==> src/hdl/hbc_pkg.sv <==
// Package: constants and types for the bus connect controller
package hbc_pkg;
    // ==========================================
    // Timing
    localparam int CLOCK_HZ        = 50_000_000;              // System clock rate
    localparam int IDLE_TIME_US    = 95;                      // Bus idle interval
    localparam int IDLE_CYCLES     = (IDLE_TIME_US * (CLOCK_HZ / 1_000_000)); // Idle count
    localparam int SYNC_STAGES     = 2;                       // Synchroniser depth
    localparam int IDLE_CNT_W      = 16;                      // Idle counter width

    // ==========================================
    // Controller states, one-hot
    typedef enum logic [3:0] {
        HBC_LOCKOUT = 4'b0001,   // Supply lockout, precharge on
        HBC_WAIT    = 4'b0010,   // Wait for stop or idle on backplane
        HBC_CHECK   = 4'b0100,   // Wait for both card lines high
        HBC_LINK    = 4'b1000    // Sides joined
    } hbc_state_e;

    localparam logic [IDLE_CNT_W-1:0] IDLE_ZERO = 16'h0000;   // Counter clear value
    localparam logic [IDLE_CNT_W-1:0] IDLE_ONE  = 16'h0001;   // Counter step
endpackage : hbc_pkg

==> src/hdl/hbc_sync_if.sv <==
// Interface: synchronised line levels passed from the sampler to the controller
interface hbc_sync_if;
    logic bp_data;    // Backplane data level
    logic bp_clock;   // Backplane clock level
    logic cd_data;    // Card data level
    logic cd_clock;   // Card clock level
    logic sense;      // Connection sense level, high isolates
    modport src (output bp_data, bp_clock, cd_data, cd_clock, sense);
    modport dst (input  bp_data, bp_clock, cd_data, cd_clock, sense);
endinterface : hbc_sync_if

==> src/hdl/hbc_connect.sv <==
// Top: connection controller and wired-AND buffer for a two-wire bus
module hbc_connect
    import hbc_pkg::*;
#(
    parameter int IDLE_LIMIT = IDLE_CYCLES   // Bus idle interval in cycles
)
(
    input  wire logic clock,                 // System clock
    input  wire logic rst_n,                 // Async reset, active low
    input  wire logic supply_ok,             // Supply above lockout level
    input  wire logic sense_n,               // Connection sense, high isolates
    input  wire logic backplane_data_i,      // Backplane data pin level
    output logic      backplane_data_o,      // Backplane data drive value (low)
    output logic      backplane_data_oe,     // Backplane data pull-down enable
    input  wire logic backplane_clock_i,     // Backplane clock pin level
    output logic      backplane_clock_o,     // Backplane clock drive value (low)
    output logic      backplane_clock_oe,    // Backplane clock pull-down enable
    input  wire logic card_data_i,           // Card data pin level
    output logic      card_data_o,           // Card data drive value (low)
    output logic      card_data_oe,          // Card data pull-down enable
    input  wire logic card_clock_i,          // Card clock pin level
    output logic      card_clock_o,          // Card clock drive value (low)
    output logic      card_clock_oe,         // Card clock pull-down enable
    output logic      precharge_en,          // Weak precharge bias on all lines
    output logic      ready_o,               // Ready drive value (low)
    output logic      ready_oe               // Ready pull-down enable
);
    // ==========================================
    // Input sampling
    hbc_sync_if sl ();                       // Synchronised levels

    hbc_sync u_sync (
        .clock (clock),
        .rst_n (rst_n),
        .raw   ({sense_n, card_clock_i, card_data_i, backplane_clock_i, backplane_data_i}),
        .sync  (sl.src)
    );

    // Supply flag passes two flops kept in the controller state

    // ==========================================
    // Controller state
    typedef struct packed {
        hbc_state_e              state;      // Controller state
        logic                    sup_meta;   // Supply flag, first stage
        logic                    sup;        // Supply flag, second stage
        logic                    bpd_d;      // Last backplane data level
        logic [IDLE_CNT_W-1:0]   idle_cnt;   // Idle high counter
        logic                    drv_bpd;    // Pull backplane data low
        logic                    drv_bpc;    // Pull backplane clock low
        logic                    drv_cdd;    // Pull card data low
        logic                    drv_cdc;    // Pull card clock low
        logic [SYNC_STAGES-1:0]  hist_bpd;   // Recent backplane data pulls
        logic [SYNC_STAGES-1:0]  hist_bpc;   // Recent backplane clock pulls
        logic [SYNC_STAGES-1:0]  hist_cdd;   // Recent card data pulls
        logic [SYNC_STAGES-1:0]  hist_cdc;   // Recent card clock pulls
    } hbc_ctl_s;

    hbc_ctl_s c_r;
    hbc_ctl_s c_nxt;

    logic stop_seen;                         // Stop condition this cycle
    logic idle_seen;                         // Idle interval reached
    logic bp_low_d;                          // Backplane data low from outside
    logic cd_low_d;                          // Card data low from outside
    logic bp_low_c;                          // Backplane clock low from outside
    logic cd_low_c;                          // Card clock low from outside

    // Event detection on backplane pair, outside lows on both pairs
    always_comb
    begin
        stop_seen = sl.bp_data && !c_r.bpd_d && sl.bp_clock;
        idle_seen = (c_r.idle_cnt >= IDLE_LIMIT[IDLE_CNT_W-1:0]);
        // A low seen while our pull-down or its echo through the
        // synchroniser may be on that line is ours; otherwise a participant's
        bp_low_d  = !sl.bp_data  && !(c_r.drv_bpd || (|c_r.hist_bpd));
        cd_low_d  = !sl.cd_data  && !(c_r.drv_cdd || (|c_r.hist_cdd));
        bp_low_c  = !sl.bp_clock && !(c_r.drv_bpc || (|c_r.hist_bpc));
        cd_low_c  = !sl.cd_clock && !(c_r.drv_cdc || (|c_r.hist_cdc));
    end

    // Next state
    always_comb
    begin
        c_nxt       = c_r;
        c_nxt.bpd_d = sl.bp_data;
        // Supply flag through two flops
        c_nxt.sup_meta = supply_ok;
        c_nxt.sup      = c_r.sup_meta;
        // Pull-down history as deep as the input synchroniser
        c_nxt.hist_bpd = {c_r.hist_bpd[SYNC_STAGES-2:0], c_r.drv_bpd};
        c_nxt.hist_bpc = {c_r.hist_bpc[SYNC_STAGES-2:0], c_r.drv_bpc};
        c_nxt.hist_cdd = {c_r.hist_cdd[SYNC_STAGES-2:0], c_r.drv_cdd};
        c_nxt.hist_cdc = {c_r.hist_cdc[SYNC_STAGES-2:0], c_r.drv_cdc};
        // Idle counter counts while both backplane lines high
        if (sl.bp_data && sl.bp_clock)
        begin
            if (!idle_seen)
            begin
                c_nxt.idle_cnt = c_r.idle_cnt + IDLE_ONE;
            end
        end
        else
        begin
            c_nxt.idle_cnt = IDLE_ZERO;
        end
        unique case (c_r.state)
            HBC_LOCKOUT:
            begin
                // Line activity ignored until supply good
                if (c_r.sup)
                begin
                    c_nxt.state    = HBC_WAIT;
                    c_nxt.idle_cnt = IDLE_ZERO;
                end
            end
            HBC_WAIT:
            begin
                if (sl.sense)
                begin
                    c_nxt.idle_cnt = IDLE_ZERO;
                end
                else if (stop_seen || idle_seen)
                begin
                    c_nxt.state = HBC_CHECK;
                end
            end
            HBC_CHECK:
            begin
                if (sl.sense)
                begin
                    c_nxt.state = HBC_WAIT;
                end
                else if (sl.cd_data && sl.cd_clock)
                begin
                    c_nxt.state = HBC_LINK;
                end
            end
            HBC_LINK:
            begin
                if (sl.sense)
                begin
                    c_nxt.state    = HBC_WAIT;
                    c_nxt.idle_cnt = IDLE_ZERO;
                end
            end
        endcase
        if (!c_r.sup)
        begin
            c_nxt.state = HBC_LOCKOUT;
        end
        // Wired-AND: mirror a participant's low to the other side
        if (c_nxt.state == HBC_LINK && c_r.state == HBC_LINK)
        begin
            c_nxt.drv_cdd = bp_low_d;
            c_nxt.drv_bpd = cd_low_d;
            c_nxt.drv_cdc = bp_low_c;
            c_nxt.drv_bpc = cd_low_c;
        end
        else
        begin
            c_nxt.drv_bpd = 1'b0;
            c_nxt.drv_bpc = 1'b0;
            c_nxt.drv_cdd = 1'b0;
            c_nxt.drv_cdc = 1'b0;
        end
    end

    // Registers
    always_ff @(posedge clock or negedge rst_n)
    begin
        if (!rst_n)
        begin
            c_r <= '{state: HBC_LOCKOUT, sup_meta: 1'b0, sup: 1'b0, bpd_d: 1'b1,
                     idle_cnt: IDLE_ZERO,
                     drv_bpd: 1'b0, drv_bpc: 1'b0, drv_cdd: 1'b0, drv_cdc: 1'b0,
                     hist_bpd: '0, hist_bpc: '0, hist_cdd: '0, hist_cdc: '0};
        end
        else
        begin
            c_r <= c_nxt;
        end
    end

    // ==========================================
    // Outputs
    assign backplane_data_o   = 1'b0;
    assign backplane_clock_o  = 1'b0;
    assign card_data_o        = 1'b0;
    assign card_clock_o       = 1'b0;
    assign ready_o            = 1'b0;
    assign backplane_data_oe  = c_r.drv_bpd;
    assign backplane_clock_oe = c_r.drv_bpc;
    assign card_data_oe       = c_r.drv_cdd;
    assign card_clock_oe      = c_r.drv_cdc;
    assign precharge_en       = (c_r.state == HBC_LOCKOUT);
    assign ready_oe           = (c_r.state != HBC_LINK);

    // ==========================================
    // Checks
    chk_lockout_precharge: assert property (@(posedge clock) disable iff (!rst_n)
        !c_r.sup |=> precharge_en && ready_oe)
        else $error("precharge or ready wrong in lockout");
    chk_sense_isolate: assert property (@(posedge clock) disable iff (!rst_n)
        sl.sense |=> ##1 (ready_oe && !card_data_oe && !backplane_data_oe &&
            !card_clock_oe && !backplane_clock_oe))
        else $error("sense high did not isolate");
    chk_ready_link: assert property (@(posedge clock) disable iff (!rst_n)
        !ready_oe |-> c_r.state == HBC_LINK)
        else $error("ready released while not linked");
    chk_link_from_check: assert property (@(posedge clock) disable iff (!rst_n)
        $rose(c_r.state == HBC_LINK) |-> $past(sl.cd_data && sl.cd_clock))
        else $error("linked without card lines high");
    chk_check_cause: assert property (@(posedge clock) disable iff (!rst_n)
        $rose(c_r.state == HBC_CHECK) |-> $past(stop_seen || idle_seen))
        else $error("left wait without stop or idle");
    chk_data_mirror: assert property (@(posedge clock) disable iff (!rst_n)
        (c_r.state == HBC_LINK && bp_low_d && c_r.sup && !sl.sense) ##1
        (c_r.state == HBC_LINK) |-> card_data_oe)
        else $error("backplane data low not mirrored");
    chk_clock_release: assert property (@(posedge clock) disable iff (!rst_n)
        (!cd_low_c) |=> !backplane_clock_oe)
        else $error("clock held low after release");
    chk_echo_block: assert property (@(posedge clock) disable iff (!rst_n)
        $fell(card_data_oe) |=> !backplane_data_oe ##1 !backplane_data_oe)
        else $error("own data release echoed back");
    chk_drop_wait: assert property (@(posedge clock) disable iff (!rst_n)
        (c_r.state == HBC_LINK && sl.sense && c_r.sup) |=> c_r.state == HBC_WAIT)
        else $error("link not dropped on sense");
    chk_lock_ignore: assert property (@(posedge clock) disable iff (!rst_n)
        (c_r.state == HBC_LOCKOUT && !c_r.sup) |=> c_r.state == HBC_LOCKOUT)
        else $error("lockout left without supply");
    chk_sense_wait: assert property (@(posedge clock) disable iff (!rst_n)
        (c_r.state == HBC_WAIT && sl.sense) |=> c_r.state != HBC_CHECK)
        else $error("advanced while sense high");
    chk_stop_detect: assert property (@(posedge clock) disable iff (!rst_n)
        (c_r.state == HBC_WAIT && c_r.sup && !sl.sense && sl.bp_clock && sl.bp_data &&
         !c_r.bpd_d) |=> c_r.state == HBC_CHECK)
        else $error("stop not acted on");
    chk_ready_low: assert property (@(posedge clock) disable iff (!rst_n)
        (c_r.state != HBC_LINK) |-> ready_oe)
        else $error("ready not pulled low");
    chk_join: assert property (@(posedge clock) disable iff (!rst_n)
        (c_r.state == HBC_CHECK && !sl.sense && c_r.sup && sl.cd_data && sl.cd_clock)
        |=> c_r.state == HBC_LINK)
        else $error("did not join when ready");
endmodule // hbc_connect

==> src/hdl/hbc_sync.sv <==
// Module: two-flop synchronisers for the five outside inputs
module hbc_sync
    import hbc_pkg::*;
(
    input  wire logic        clock,     // System clock
    input  wire logic        rst_n,     // Async reset, active low
    input  wire logic [4:0]  raw,       // Raw pin levels
    hbc_sync_if.src          sync       // Synchronised levels
);
    // ==========================================
    // State
    typedef struct packed {
        logic [4:0] meta;   // First stage, read only by second
        logic [4:0] stab;   // Second stage
    } hbc_sync_s;

    hbc_sync_s st_r;
    hbc_sync_s st_nxt;

    // Next state
    always_comb
    begin
        st_nxt      = st_r;
        st_nxt.meta = raw;
        st_nxt.stab = st_r.meta;
    end

    // Registers; lines idle high, sense isolates at reset
    always_ff @(posedge clock or negedge rst_n)
    begin
        if (!rst_n)
        begin
            st_r <= '{meta: '1, stab: '1};
        end
        else
        begin
            st_r <= st_nxt;
        end
    end

    assign sync.bp_data  = st_r.stab[0];
    assign sync.bp_clock = st_r.stab[1];
    assign sync.cd_data  = st_r.stab[2];
    assign sync.cd_clock = st_r.stab[3];
    assign sync.sense    = st_r.stab[4];
endmodule // hbc_sync

==> config.mk <==
export PLATFORM = sky130hd
export DESIGN_NAME = hbc_connect
export DESIGN_NICKNAME = d
export VERILOG_FILES = /design/src/hdl/hbc_pkg.sv /design/src/hdl/hbc_sync_if.sv /design/src/hdl/hbc_connect.sv /design/src/hdl/hbc_sync.sv
export SDC_FILE = /design/constraint.sdc
export NUM_CORES = 1
export LEC_CHECK = 0
export ABC_AREA = 1
export BUFFER_PORTS_ARGS = -buffer_cell sky130_fd_sc_hd__buf_2
export CORE_AREA = 2 2 71 73
export DETAILED_ROUTE_END_ITERATION = 10
export DIE_AREA = 0 0 73 75
export SETUP_SLACK_MARGIN = 0.1
export SYNTH_ARGS = -nofsm -noshare
export SYNTH_HDL_FRONTEND = slang
export SYNTH_SLANG_ARGS = --single-unit
==> constraint.sdc <==
create_clock -name clock -period 2.4 [get_ports clock]
set_clock_uncertainty 0.2 [all_clocks]
set_input_delay 0.12 -clock clock [delete_from_list [all_inputs] [get_ports clock]]
set_output_delay 0.12 -clock clock [all_outputs]
set_load 0.01 [all_outputs]
==> run metrics <==
outcome finished, final reports clean; Post-synth top flop dfrtp_1; DPL Wire Length 2510 um; Final Hold Fails 0; PD cells 631 mW/mm^2; Worst path slowest cell nor2_2; Reg2Reg Launch Point c_r[12]; crit start category flip-flop; most frequent cells in the layout nand2_1 (45), nor2_1 (37), inv_1 (34); Final Slew Violations 0; DR WL/cell between 10 and 15 um; nets@finish around 270; largest net degree at the start of global routing 30; Setup violations, final 0; r2r setup slk between 0.4 and 0.5 ns; syn_area_per_cell ~8.8 um^2; Leak between 1 and 1.5 nW; H-tree levels 2; flops & latches, synth 45; cells after synthesis 230; DIE HEIGHT approximately 75 um; Placer Congestion approximately 0.85; crit path DAT 1.95 ns; routed wire length 3500 um; CP Capture Type flip-flop; cell mode on critical path nor2_1; Distinct cells, synth 32; Via density 4.67; sequential share of the synthesized area 0.563; Pre-Repair DR Iteration Count 4; minimum clock period 1.95 ns; Area contributors post-synth dfrtp_1 (41%), dfstp_2 (16%), nand2_1 (8.3%), nor2_1 (6.9%), inv_1 (6.3%); R2R depth 10; initial antenna violation count 0; vias in the first global route about 1400; leading area contributor after synthesis dfrtp_1; Cell Chain, Critical Path inv_1 -> ha_1 -> nor2_1 -> nor2_2 -> nor2_1 -> nor2_1 -> nor2_2 -> nand3_1 -> nand2_1 -> nor2_1; highest routed layer met4; CTS clock-pin slew for the worst setup and hold paths ~0.09 ns; Port Buf Inserts 13; first-pass GRT wire length 6240 um; placement row count 25; clk_lat worst skew approximately 0.30 ns; CTS max path bufs 2; global route total overflow 0; CTS tree built; Synth top area share 0.408; FFs w/ async S/R, synth 1.00; worst slew pin tran about 0.55 ns; share of layout cells above drive strength 1 0.199; setup tns final 0 ns; Ports 19; commonest non-fill, non-tap cell in the layout nand2_1; Overall Power 0.00146 W; CP bufs+invs 1; Initial Util 0.435; EDFF count, synth 0; drt initial violations 82; mapped cell area 0.00203 mm^2; Critical Path Max Stage Delay 0.43 ns; Global Route Usage Sum 0.155; CTS Buf Count 5; crit path kind reg2reg; Reg2Reg Capture Point c_r[14]; met3 WL 94 um; metal2 WL between 1500 and 2000 um; core area 0.00466 mm^2; DR vias about 1400; die width roughly 73 um; Max FO, Critical Path 13; Slew headroom 0.631; PostCTS Resize Cnt 0; Syn-to-layout area delta 13.9%; Setup Buffers After CTS 0; Worst path top cell family by delay simple AND/OR/NAND/NOR gates; RSZ-0062 raised after global routing false; Post-DRT Antenna Nets 0; YS warnings 0; Met1 Wirelength ~1700 um; die area about 0.0055 mm^2; Worst Path Required between 2 and 2.5 ns; ANT cells 0; Hold WC Path Type in2async; # Max-Cap Violations 0; Clock Sinks 45; Root Driver clkbuf_8; final worst-path cycle share 0.813; DRC errors left 0; FMAX 512 MHz; Worst VDD drop 0.400 mV
-- synthesized netlist by cell type, types with 2 or more instances --
cell type	number
ha_1	2
dfstp_2	12
a21oi_1	3
nand2_2	4
xor2_1	2
nand3_1	12
inv_1	34
nand4_1	3
buf_6	2
dfrtp_1	33
nor3_1	7
or3_1	4
o21ai_1	4
nand2_1	45
nor2_2	4
buf_4	5
inv_2	2
nand3b_1	2
nor2_1	37
-- repair_timing --
| action | in CTS | in global routing |
|---|---|---|
| hold endpoints to repair | 44 | 0 |
| setup endpoints to repair | 0 | 0 |
| hold buffers | 7 | 0 |
-- cells by family (layout without fill, tap and decap cells) --
group	Yosys count	count (layout)	share of synthesized area
XOR/XNOR	3	3	0.0130
adder cells (fa/ha/maj)	2	2	0.0124
flip-flops	45	45	0.563
AO/OA/AOI/OAI	11	11	0.0315
buffers and inverters	45	67	0.101
other	1	5	0.00185
AND/OR/NAND/NOR	123	123	0.277
-- cell type report --
cell class	count	area [um^2]
Clock buffer	5	68.8
Clock inverter	3	47.5
Fill cell	424	2350
Inverter	38	145
Multi-Input combinational cell	144	694
Sequential cell	45	1140
Tap cell	54	67.6
Timing Repair Buffer	21	143
-- where the power goes --
part / leakage (nW) / switching (W) / internal [W]
sequential: 0.580 / 0.00000848 / 0.000781
combinational: 0.520 / 0.0000449 / 0.0000249
clock: 0.0591 / 0.000278 / 0.000318
total: 1.16 / 0.000332 / 0.00112
-- flip-flops by register name (all words and copies together), names as in the netlist --
signal	flops
backplane_clock_oe	1
backplane_data_oe	1
c_nxt	5
c_r	26
card_clock_oe	1
card_data_oe	1
u_sync.st_nxt	5
u_sync.sync.bp_clock	1
u_sync.sync.bp_data	1
u_sync.sync.cd_clock	1
u_sync.sync.cd_data	1
u_sync.sync.sense	1
-- through the flow --
| step | setup WS, ns | utilization | hold slack (ns) | instance area (um^2) | cells |
|---|---|---|---|---|---|
| after floorplan | 0.774 | - | -0.376 | 2040 | 234 |
| after global placement | 0.496 | 0.455 | -0.143 | 2120 | 295 |
| after detailed placement | 0.432 | 0.455 | -0.140 | 2120 | 295 |
| after CTS | 0.422 | 0.495 | 0.0584 | 2310 | 310 |
| after global routing | 0.219 | 0.495 | 0.0891 | 2310 | 310 |
| final | 0.449 | 0.495 | 0.0628 | 2310 | 310 |
-- worst max-delay path by stage --
stage                 start  endpoint  cells past startpoint
global route        c_r[12]   c_r[23]                     10
floorplan           c_r[12]   c_r[23]                     11
CTS                 c_r[12]   c_r[16]                     10
detailed placement  c_r[12]   c_r[16]                     10
global placement    c_r[12]   c_r[14]                     10
finish              c_r[12]   c_r[14]                     10
-- per-layer routing --
layer	GRT usage	up-vias
li1	-	743
met1	0.187	675
met2	0.262	23
met3	0.0361	7
met4	0.0741	0
met5	0	-
(Power assumes the default switching activity.)
